===== config.mk =====
export PLATFORM = sky130hd
export DESIGN_NAME = ebctd_top
export DESIGN_NICKNAME = d
export VERILOG_FILES = /design/src/ebctd_pkg.sv /design/src/ebctd_edge.sv /design/src/ebctd_top.sv
export VERILOG_INCLUDE_DIRS = /design/src
export SDC_FILE = /design/constraint.sdc
export NUM_CORES = 1
export LEC_CHECK = 0
export ABC_AREA = 1
export ABC_CLOCK_PERIOD_IN_PS = 1800
export BUFFER_PORTS_ARGS = -buffer_cell sky130_fd_sc_hd__clkbuf_2
export CAP_MARGIN = 10
export CORE_ASPECT_RATIO = 1.2
export CORE_UTILIZATION = 45
export CTS_CLUSTER_DIAMETER = 120
export CTS_CLUSTER_SIZE = 12
export DETAILED_ROUTE_END_ITERATION = 12
export PLACE_DENSITY = 0.79
export SLEW_MARGIN = 20
export SYNTH_ARGS = -nofsm -noshare
export SYNTH_HDL_FRONTEND = slang
export SYNTH_SLANG_ARGS = --single-unit

===== constraint.sdc =====
create_clock -name aclk -period 1.8 [get_ports aclk]
set_input_delay 0.36 -clock aclk [delete_from_list [all_inputs] [get_ports aclk]]
set_output_delay 0.36 -clock aclk [all_outputs]
set_load 0.005 [all_outputs]

===== src/ebctd_defs.svh =====
// Purpose: offsets, field positions, reset values and timing counts of the carrier timer
// Assumes: 32-bit AXI4-Lite data, one aligned word per register, 8-bit byte address
// Notes: definitions only
`ifndef EBCTD_DEFS_SVH
`define EBCTD_DEFS_SVH

////////////////////////////////////////////////////////////////////////////////
// register byte offsets
`define EBCTD_OFS_TIMER8_CONTROL 8'h00
`define EBCTD_OFS_SHARED_CONTROL 8'h04
`define EBCTD_OFS_HIGH_RELOAD 8'h08
`define EBCTD_OFS_LOW_RELOAD 8'h0c
`define EBCTD_OFS_CAPTURE_HIGH 8'h10
`define EBCTD_OFS_CAPTURE_LOW 8'h14
`define EBCTD_OFS_INT_MASK 8'h18

////////////////////////////////////////////////////////////////////////////////
// timer8_control fields
`define EBCTD_T8_ENABLE 7
`define EBCTD_T8_SINGLE 6
`define EBCTD_T8_TIMEOUT 5
`define EBCTD_T8_TOUT_IE 1
// shared_timer_control fields
`define EBCTD_SH_MODE 7
`define EBCTD_SH_INSEL 6
`define EBCTD_SH_EDGE_HI 5
`define EBCTD_SH_EDGE_LO 4
`define EBCTD_SH_INIT_RISE 1
`define EBCTD_SH_FALL 0
// interrupt_mask_register fields
`define EBCTD_IM_CAP_PIN 2
`define EBCTD_IM_CAPTURE 1
`define EBCTD_IM_COUNTER 0

////////////////////////////////////////////////////////////////////////////////
// reset values, codes and timing
`define EBCTD_REG_RESET 8'h00
`define EBCTD_EDGE_FALL 2'h0
`define EBCTD_EDGE_RISE 2'h1
`define EBCTD_EDGE_BOTH 2'h2
`define EBCTD_RESP_OKAY 2'h0
`define EBCTD_RESP_SLVERR 2'h2
`define EBCTD_TERMINAL 8'h01
`define EBCTD_TICK_DIV 8'h02

`endif


===== src/ebctd_pkg.sv =====
// Purpose: types shared by the carrier timer files
// Assumes: nothing beyond SystemVerilog packed types
// Notes: constants live in ebctd_defs.svh
package ebctd_pkg;

  // counter sequencer, gray along idle -> wait -> run -> stop
  typedef enum logic [1:0] {
    EBCTD_IDLE = 2'b00,
    EBCTD_WAIT = 2'b01,
    EBCTD_RUN = 2'b11,
    EBCTD_STOP = 2'b10
  } ebctd_fsm_t;

  typedef struct packed {
    logic awvalid;
    logic [7:0] awaddr;
    logic wvalid;
    logic [31:0] wdata;
    logic [3:0] wstrb;
    logic bready;
    logic arvalid;
    logic [7:0] araddr;
    logic rready;
  } ebctd_axi_req_t;

  typedef struct packed {
    logic awready;
    logic wready;
    logic bvalid;
    logic [1:0] bresp;
    logic arready;
    logic rvalid;
    logic [31:0] rdata;
    logic [1:0] rresp;
  } ebctd_axi_resp_t;

  typedef struct packed {
    logic prev;
    logic armed;
  } ebctd_edge_state_t;

  typedef struct packed {
    ebctd_axi_resp_t axi;
    logic aw_full;
    logic [7:0] aw_addr;
    logic w_full;
    logic [7:0] w_data;
    logic w_be;
    logic en_sw;
    logic single;
    logic tout;
    logic tie;
    logic mode;
    logic insel;
    logic [1:0] edge_sel;
    logic init;
    logic rise_f;
    logic fall_f;
    logic [7:0] high_reload;
    logic [7:0] low_reload;
    logic [7:0] capture_high;
    logic [7:0] capture_low;
    logic m_cap_pin;
    logic m_cap;
    logic m_cnt;
    logic [7:0] div;
    logic run;
    logic [2:0] clr_pend;
    ebctd_fsm_t fsm;
    logic [7:0] cnt;
    logic out;
    logic first_done;
    logic cnt_irq;
    logic cap_irq;
    logic pin_irq;
  } ebctd_state_t;

endpackage


===== src/ebctd_edge.sv =====
// Purpose: edge finder for the selected demodulator input
// Assumes: input is synchronous to aclk
// Notes: first sample after reset only arms, so no false edge appears
`timescale 1ns/1ps
`default_nettype none
module ebctd_edge (
  input wire logic aclk,
  input wire logic aresetn,
  input wire logic sig,
  output logic rise,
  output logic fall
);
  import ebctd_pkg::*;

  ebctd_edge_state_t s_q, s_d;

  // compare the pin with its last sample
  always_comb begin
    s_d = s_q;
    s_d.prev = sig;
    s_d.armed = 1'b1;
    rise = s_q.armed & sig & ~s_q.prev;
    fall = s_q.armed & ~sig & s_q.prev;
  end

  always_ff @(posedge aclk) begin
    if (!aresetn) begin
      s_q <= '0;
    end else begin
      s_q <= s_d;
    end
  end
endmodule // ebctd_edge
`default_nettype wire


===== src/ebctd_top.sv =====
// Purpose: 8-bit carrier timer with transmit and demodulation modes, AXI4-Lite registers
// Assumes: pins synchronous to aclk; counter clock is aclk divided by TICK_DIV
// Notes:
// Overview of operation
// - demod input select bit picks port2 bit0 or port3 bit1 as measured input.
// - port3 bit1 captures also raise capture-pin interrupt unless mask bit D2 clear.
// - enabling the timer in transmit mode drives toggle output to the initial level bit D1.
// - transmit enable loads low reload for initial level 0, high reload for 1; demod enable loads low reload.
// - single-pass counts to zero, stops, toggles, sets timeout, interrupts if enabled.
// - modulo-N first terminal only toggles; next one toggles, sets timeout, interrupts.
// - modulo-N reloads low or high by new output level, repeating forever.
// - reload registers writable anytime; new value used at next load.
// - initial count zero steps to FFh then FEh, a full 256-state count.
// - wrap from zero to FFh is no timeout, no status, no interrupt.
// - stop and status clear act one counter clock later; software uses two writes.
// - demod counting starts at first edge of polarity chosen by bits D5:D4.
// - later qualifying edges store complemented count into a capture register.
// - mode bit zero selects transmit, one selects demodulation.
// - capture mask bit allows interrupt on every capture in demodulation.
// - counter mask bit allows interrupt on eight-bit timer timeout.
`timescale 1ns/1ps
`default_nettype none
`include "ebctd_defs.svh"
module ebctd_top #(
  parameter logic [7:0] TICK_DIV = `EBCTD_TICK_DIV
) (
  input wire logic aclk,
  input wire logic aresetn,
  input wire ebctd_pkg::ebctd_axi_req_t axi_req,
  output ebctd_pkg::ebctd_axi_resp_t axi_resp,
  input wire logic port2_bit0_input,
  input wire logic port3_bit1_input,
  output logic timer_toggle_output,
  output logic counter_irq,
  output logic capture_irq,
  output logic capture_pin_interrupt
);
  import ebctd_pkg::*;

  // every piece of state outside the edge finder lives in one packed struct: one always_comb builds the next copy
  // and one always_ff registers it, so a field cannot end up with a second driver
  // by accident. the cost is a wide flop vector that carries some idle fields,
  // but it keeps reset uniform: one clear of the whole struct gives the documented zeros.

  ebctd_state_t s_q, s_d;
  logic sel_in;
  logic edge_rise;
  logic edge_fall;

  ////////////////////////////////////////////////////////////////////////////////
  // input selection and edge finding
  assign sel_in = s_q.insel ? port2_bit0_input : port3_bit1_input;

  ebctd_edge u_edge (
    .aclk(aclk),
    .aresetn(aresetn),
    .sig(sel_in),
    .rise(edge_rise),
    .fall(edge_fall)
  );

  ////////////////////////////////////////////////////////////////////////////////
  // read mux; unmapped offsets give slverr
  // bit 32 of the returned word is the hit flag, used only for the response code.
  // in demodulation mode the two low bits of the shared control word show the edge
  // flags instead of the initial levels, so software sees what the demodulator saw.
  function automatic logic [32:0] rd_word(input ebctd_state_t s, input logic [7:0] a);
    logic [7:0] v;
    logic hit;
    v = 8'h00;
    hit = 1'b1;
    case (a)
      `EBCTD_OFS_TIMER8_CONTROL: begin
        v[`EBCTD_T8_ENABLE] = s.en_sw;
        v[`EBCTD_T8_SINGLE] = s.single;
        v[`EBCTD_T8_TIMEOUT] = s.tout;
        v[`EBCTD_T8_TOUT_IE] = s.tie;
      end
      `EBCTD_OFS_SHARED_CONTROL: begin
        v[`EBCTD_SH_MODE] = s.mode;
        v[`EBCTD_SH_INSEL] = s.insel;
        v[`EBCTD_SH_EDGE_HI:`EBCTD_SH_EDGE_LO] = s.edge_sel;
        v[`EBCTD_SH_INIT_RISE] = s.mode ? s.rise_f : s.init;
        v[`EBCTD_SH_FALL] = s.mode & s.fall_f;
      end
      `EBCTD_OFS_HIGH_RELOAD: v = s.high_reload;
      `EBCTD_OFS_LOW_RELOAD: v = s.low_reload;
      `EBCTD_OFS_CAPTURE_HIGH: v = s.capture_high;
      `EBCTD_OFS_CAPTURE_LOW: v = s.capture_low;
      `EBCTD_OFS_INT_MASK: begin
        v[`EBCTD_IM_CAP_PIN] = s.m_cap_pin;
        v[`EBCTD_IM_CAPTURE] = s.m_cap;
        v[`EBCTD_IM_COUNTER] = s.m_cnt;
      end
      default: hit = 1'b0;
    endcase
    return {hit, 24'h000000, v};
  endfunction

  ////////////////////////////////////////////////////////////////////////////////
  // next state
  always_comb begin
    logic tick;
    logic wr_go;
    logic wr_hit;
    logic [32:0] rd;
    logic qual;
    logic tog;
    tick = 1'b0;
    wr_go = 1'b0;
    wr_hit = 1'b1;
    rd = '0;
    qual = 1'b0;
    tog = 1'b0;
    s_d = s_q;
    s_d.cap_irq = 1'b0;
    s_d.pin_irq = 1'b0;

    // counter clock enable from the divider
    tick = (s_q.div >= TICK_DIV - 8'h01);
    s_d.div = tick ? 8'h00 : s_q.div + 8'h01;

    // write address and data are taken independently, in either order
    // each beat is parked in its own holding slot, so a master that offers data
    // before the address, or the other way round, still completes one write.
    if (s_q.axi.awready && axi_req.awvalid) begin
      s_d.aw_full = 1'b1;
      s_d.aw_addr = axi_req.awaddr;
    end
    if (s_q.axi.wready && axi_req.wvalid) begin
      s_d.w_full = 1'b1;
      s_d.w_data = axi_req.wdata[7:0];
      s_d.w_be = axi_req.wstrb[0];
    end
    if (s_q.axi.bvalid && axi_req.bready) begin
      s_d.axi.bvalid = 1'b0;
    end
    wr_go = s_d.aw_full && s_d.w_full && !s_d.axi.bvalid;

    // register writes; only byte lane 0 carries data
    // reload writes land at once but are only used at the next load into the counter,
    // so a write landing on the very tick of a load is a software hazard, not a
    // hardware one: the counter takes whichever value stood in the previous cycle.
    if (wr_go) begin
      case (s_d.aw_addr)
        `EBCTD_OFS_TIMER8_CONTROL: if (s_d.w_be) begin
          s_d.en_sw = s_d.w_data[`EBCTD_T8_ENABLE];
          s_d.single = s_d.w_data[`EBCTD_T8_SINGLE];
          s_d.tie = s_d.w_data[`EBCTD_T8_TOUT_IE];
          s_d.clr_pend[0] = s_q.clr_pend[0] | s_d.w_data[`EBCTD_T8_TIMEOUT];
        end
        `EBCTD_OFS_SHARED_CONTROL: if (s_d.w_be) begin
          s_d.mode = s_d.w_data[`EBCTD_SH_MODE];
          s_d.insel = s_d.w_data[`EBCTD_SH_INSEL];
          s_d.edge_sel = s_d.w_data[`EBCTD_SH_EDGE_HI:`EBCTD_SH_EDGE_LO];
          if (!s_d.w_data[`EBCTD_SH_MODE]) begin
            s_d.init = s_d.w_data[`EBCTD_SH_INIT_RISE];
          end else begin
            s_d.clr_pend[1] = s_q.clr_pend[1] | s_d.w_data[`EBCTD_SH_INIT_RISE];
            s_d.clr_pend[2] = s_q.clr_pend[2] | s_d.w_data[`EBCTD_SH_FALL];
          end
        end
        `EBCTD_OFS_HIGH_RELOAD: if (s_d.w_be) s_d.high_reload = s_d.w_data;
        `EBCTD_OFS_LOW_RELOAD: if (s_d.w_be) s_d.low_reload = s_d.w_data;
        `EBCTD_OFS_INT_MASK: if (s_d.w_be) begin
          s_d.m_cap_pin = s_d.w_data[`EBCTD_IM_CAP_PIN];
          s_d.m_cap = s_d.w_data[`EBCTD_IM_CAPTURE];
          s_d.m_cnt = s_d.w_data[`EBCTD_IM_COUNTER];
        end
        `EBCTD_OFS_CAPTURE_HIGH, `EBCTD_OFS_CAPTURE_LOW: wr_hit = 1'b1;
        default: wr_hit = 1'b0;
      endcase
      s_d.aw_full = 1'b0;
      s_d.w_full = 1'b0;
      s_d.axi.bvalid = 1'b1;
      s_d.axi.bresp = wr_hit ? `EBCTD_RESP_OKAY : `EBCTD_RESP_SLVERR;
    end
    // one write in flight: hold off new beats until the response is taken
    s_d.axi.awready = !s_d.aw_full && !s_d.axi.bvalid;
    s_d.axi.wready = !s_d.w_full && !s_d.axi.bvalid;

    // read channel: data one cycle after the address is taken
    if (s_q.axi.rvalid && axi_req.rready) begin
      s_d.axi.rvalid = 1'b0;
    end
    if (s_q.axi.arready && axi_req.arvalid) begin
      rd = rd_word(s_q, axi_req.araddr);
      s_d.axi.rvalid = 1'b1;
      s_d.axi.rdata = rd[31:0];
      s_d.axi.rresp = rd[32] ? `EBCTD_RESP_OKAY : `EBCTD_RESP_SLVERR;
    end
    s_d.axi.arready = !s_d.axi.rvalid;

    // counter clock: stop and clears land one tick after the write
    // the enable is sampled into run only on a tick, which gives the one counter
    // clock of delay that software must allow before a separate status clear.
    // a timeout that falls on the same tick as a pending clear is set again below,
    // so the clear never hides an event that software has not yet seen.
    if (tick) begin
      if (s_q.clr_pend[0]) s_d.tout = 1'b0;
      if (s_q.clr_pend[1]) s_d.rise_f = 1'b0;
      if (s_q.clr_pend[2]) s_d.fall_f = 1'b0;
      s_d.clr_pend = s_d.clr_pend & ~s_q.clr_pend;
      s_d.run = s_q.en_sw;
      if (!s_q.run && s_q.en_sw) begin
        // start: transmit loads by initial level, demod waits for an edge
        s_d.first_done = 1'b0;
        if (!s_q.mode) begin
          s_d.out = s_q.init;
          s_d.cnt = s_q.init ? s_q.high_reload : s_q.low_reload;
          s_d.fsm = EBCTD_RUN;
        end else begin
          s_d.cnt = s_q.low_reload;
          s_d.fsm = EBCTD_WAIT;
        end
      end else if (s_q.run && !s_q.en_sw) begin
        s_d.fsm = EBCTD_IDLE;
      end else if (s_q.run && s_q.fsm == EBCTD_RUN) begin
        if (!s_q.mode && s_q.cnt == `EBCTD_TERMINAL) begin
          // terminal count: the next step would reach zero
          tog = ~s_q.out;
          s_d.out = tog;
          if (s_q.single) begin
            s_d.cnt = 8'h00;
            s_d.fsm = EBCTD_STOP;
            s_d.tout = 1'b1;
          end else begin
            s_d.cnt = tog ? s_q.high_reload : s_q.low_reload;
            if (s_q.first_done) s_d.tout = 1'b1;
            s_d.first_done = ~s_q.first_done;
          end
        end else begin
          // zero wraps to ffh silently, giving 256 states
          s_d.cnt = s_q.cnt - 8'h01;
        end
      end
    end

    // demodulation edges are seen every aclk, not only on ticks
    // the first qualifying edge only starts the count; later ones store the
    // complemented count, so a longer interval reads back as a larger value.
    // limitation: edges closer together than one aclk cannot be resolved.
    case (s_q.edge_sel)
      `EBCTD_EDGE_FALL: qual = edge_fall;
      `EBCTD_EDGE_RISE: qual = edge_rise;
      `EBCTD_EDGE_BOTH: qual = edge_rise | edge_fall;
      default: qual = 1'b0;
    endcase
    if (s_q.mode && s_q.run && s_q.en_sw && qual) begin
      if (edge_rise) s_d.rise_f = 1'b1;
      if (edge_fall) s_d.fall_f = 1'b1;
      if (s_q.fsm == EBCTD_WAIT) begin
        s_d.fsm = EBCTD_RUN;
      end else if (s_q.fsm == EBCTD_RUN) begin
        if (edge_rise) begin
          s_d.capture_high = ~s_q.cnt;
        end else begin
          s_d.capture_low = ~s_q.cnt;
        end
        s_d.cap_irq = s_q.m_cap;
        s_d.pin_irq = !s_q.insel && s_q.m_cap_pin;
      end
    end

    // timeout request level follows status, enable and mask
    // it is a level, not a pulse: it stays up until software clears the status
    // bit, drops the enable or closes the mask.
    s_d.cnt_irq = s_d.tout && s_d.tie && s_d.m_cnt;
  end

  ////////////////////////////////////////////////////////////////////////////////
  // state register, synchronous reset
  // a synchronous reset keeps the whole block in one timing domain; the reset
  // must therefore be held across at least one rising edge of aclk.
  always_ff @(posedge aclk) begin
    if (!aresetn) begin
      s_q <= '0;
    end else begin
      s_q <= s_d;
    end
  end

  // all outputs straight from the state register
  // no logic sits between a flop and a pin, so the outputs are free of glitches
  // and the bus answers carry one cycle of latency by construction.
  assign axi_resp = s_q.axi;
  assign timer_toggle_output = s_q.out;
  assign counter_irq = s_q.cnt_irq;
  assign capture_irq = s_q.cap_irq;
  assign capture_pin_interrupt = s_q.pin_irq;
endmodule // ebctd_top
`default_nettype wire


==> results.json <==
{
  "status": "finished, final reports clean",
  "clk_latency_ns": 0.35,
  "drive_gt1_frac": 0.143,
  "avgRoutedWirePerCell_um": 13.0,
  "post_layout_nonfiller_instances": 1115,
  "leakage_nw": 3.00,
  "layout_min_cycle_time_ns": 1.63,
  "port_buffers": 52,
  "path_cells": "buf_4, nand3_1, nand2_1, nor2_1, nand2_2, inv_4, nand3_4, inv_4, nand2_1, a21oi_1",
  "area_growth_pct": 12.4,
  "slowest_stage": "dfxtp_2",
  "pre_cts_slack_ns": -0.0189,
  "drc": 0,
  "grt_max_degree": 36,
  "die_h_um": 126,
  "grt_pass1_wl_mm": 24.1,
  "syn_inst": 885,
  "overflow": 0,
  "syn_area_um2": 5790,
  "maxCapViolCount": 0,
  "p_sw_frac": 0.279,
  "finalPower_mw": 5.13,
  "path_delay_family": "simple AND/OR/NAND/NOR gates",
  "p_sw_mw": 1.43,
  "period_share": 0.906,
  "hold_violations": 0,
  "ys_seq_area_frac": 0.377,
  "grtUsageTotal": 0.226,
  "critPathKind": "reg2reg",
  "clock_sinks": 109,
  "first_iter_violations": 417,
  "avgSynthCellArea_um2": 6.55,
  "ios": 106,
  "min_path_type": "in2reg",
  "setup_viol": 0,
  "gp_congestion": 0.934,
  "worst_hold_slack_ns": 0.269,
  "dp.cells": 1100,
  "finalMaxSlewViolations": 0,
  "p_seq_frac": 0.491,
  "vias": 5536,
  "yosys_warnings": 0,
  "num_rows": 45,
  "core_area_um2": 12600,
  "hpwl_mm": 10.8,
  "crit_path_start_kind": "flop",
  "drtAntennaViolNets": 0,
  "max_stage_delay_ns": 0.34,
  "clk_pin_slew_ns": 0.07,
  "pwr-share-comb": 0.143,
  "worstMarginPinSlew_ns": 0.592,
  "path_buf_inv": 3,
  "htree_levels": 3,
  "rsz0062_at_grt": "true",
  "cts_root_buf": "clkbuf_16",
  "yosys.cell_types.count": 34,
  "fp.dieArea_um2": 13300,
  "ys_seq_elements": 109,
  "dieWidth_um": 106,
  "maxSlewHeadroom": 0.603,
  "required_ns": 2.08,
  "clock-skew-final_ns": 0.00989,
  "final_common_cell": "nand2_1",
  "finalWorstSetupSlack_ns": 0.168,
  "crit_fanout": 14,
  "mostFrequentLayoutCells": "nand2_1 (187), nor2_1 (150), inv_1 (112)",
  "postCtsSetupRepairBufs": 0,
  "p_int_mw": 3.69,
  "end_kind": "flop",
  "numCtsBuffers": 9,
  "final_nets": 1013,
  "clockBufferDepth": 2,
  "grt_pass1_vias": 5141,
  "timing.fmax_mhz": 613,
  "initial_core_util": 0.459,
  "clkPwrFrac": 0.366,
  "cp.arrival_ns": 1.91,
  "dr.pass1.iters": 5,
  "num_antenna_cells": 0,
  "p_per_area_nw_per_um2": 787,
  "antenna_found_initial": 0,
  "wl_mm": 14.4,
  "vdd_drop_max_mv": 0.472,
  "cts_tree": "built",
  "vias_per_cell": 4.97
}
-- repair_timing --
item	CTS	global route
gates resized for setup	0	11
hold buffers	0	0
setup endpoints to repair	0	30
-- Yosys cell counts, drive strengths merged --
master / n / area share
a21oi: 60 / 0.052
a31oi: 2 / 0.0022
buf: 50 / 0.064
clkbuf: 17 / 0.011
clkinv: 1 / 0.00086
conb: 1 / 0.00065
dfxtp: 109 / 0.38
ha: 5 / 0.011
inv: 115 / 0.075
nand2: 194 / 0.13
nand3: 61 / 0.058
nand3b: 1 / 0.0035
nand4: 17 / 0.018
nor2: 159 / 0.11
nor3: 3 / 0.0026
o211ai: 2 / 0.0026
o21a: 5 / 0.0065
o21ai: 66 / 0.057
o22ai: 8 / 0.0086
or2: 7 / 0.0076
xnor2: 1 / 0.0015
xor2: 1 / 0.0015
-- power groups by stage --
stage / Sequential (mW) / Clock, mW / Combinational, mW
detailed placement: 2.57 / 0 / 0.719
floorplan: 2.57 / 0 / 0.570
global placement: 2.57 / 0 / 0.705
CTS: 2.52 / 1.91 / 0.723
global route: 2.53 / 2.01 / 0.818
finish: 2.52 / 1.88 / 0.733
-- state kept, by name, summed over array words and instances (netlist names) --
signal	count
s_q	88
axi_resp	15
u_edge.s_q	2
capture_irq	1
capture_pin_interrupt	1
counter_irq	1
timer_toggle_output	1
-- layout make-up --
| class | count | area, um2 |
|---|---|---|
| timing repair buffer | 88 | 543 |
| tap | 164 | 205 |
| fill | 1301 | 6100 |
| sequential | 109 | 2180 |
| clock inverter | 6 | 50.0 |
| inverter | 116 | 442 |
| multi-input combinational | 623 | 2870 |
| clock buffer | 9 | 225 |
-- metal layers --
layer	share of wire	GRT usage
met1	0.42	0.272
met2	0.48	0.389
met3	0.047	0.0277
met4	0.048	0.132
met5	0	0
-- metrics by stage --
| step | cell area [um2] | setup TNS (ns) | util |
|---|---|---|---|
| 3_3_place_gp | 6220 | 0 | 0.493 |
| 3_5_place_dp | 6220 | -0.0380 | 0.493 |
| 2_1_floorplan | 5910 | 0 | - |
| 6_report | 6510 | 0 | 0.516 |
| 4_1_cts | 6490 | 0 | 0.515 |
| 5_1_grt | 6510 | 0 | 0.516 |
-- tightest hold or removal path: cells and delay by family --
kind	cells	cell delay, ns
AO/OA/AOI/OAI	1	0.06
buffers and inverters	1	0.08
AND/OR/NAND/NOR	1	0.07
-- kinds of logic (layout without fill, tap and decap cells) --
family,Yosys count,in the layout,synth area share
adder cells (fa/ha/maj),5,5,0.0108
buffers and inverters,183,219,0.151
AND/OR/NAND/NOR,442,442,0.330
AO/OA/AOI/OAI,143,143,0.129
XOR/XNOR,2,2,0.00302
flip-flops,109,109,0.377
other,1,31,0.000647
-- path summary, 6_finish.rpt --
| check | slack [ns] | cells after the start | from | end |
|---|---|---|---|---|
| setup reg to reg | 0.17 | 10 | axi_resp[40]$_SDFF_PN0_ | s_q[60]$_SDFFE_PN0P_ |
| hold reg to reg | 0.45 | 2 | s_q[17]$_SDFF_PN0_ | s_q[17]$_SDFF_PN0_ |
| hold / removal | 0.27 | 3 | axi_req[52] | s_q[87]$_SDFF_PN0_ |
| setup / recovery | 0.17 | 10 | axi_resp[40]$_SDFF_PN0_ | s_q[60]$_SDFFE_PN0P_ |
(Power assumes the default switching activity.)
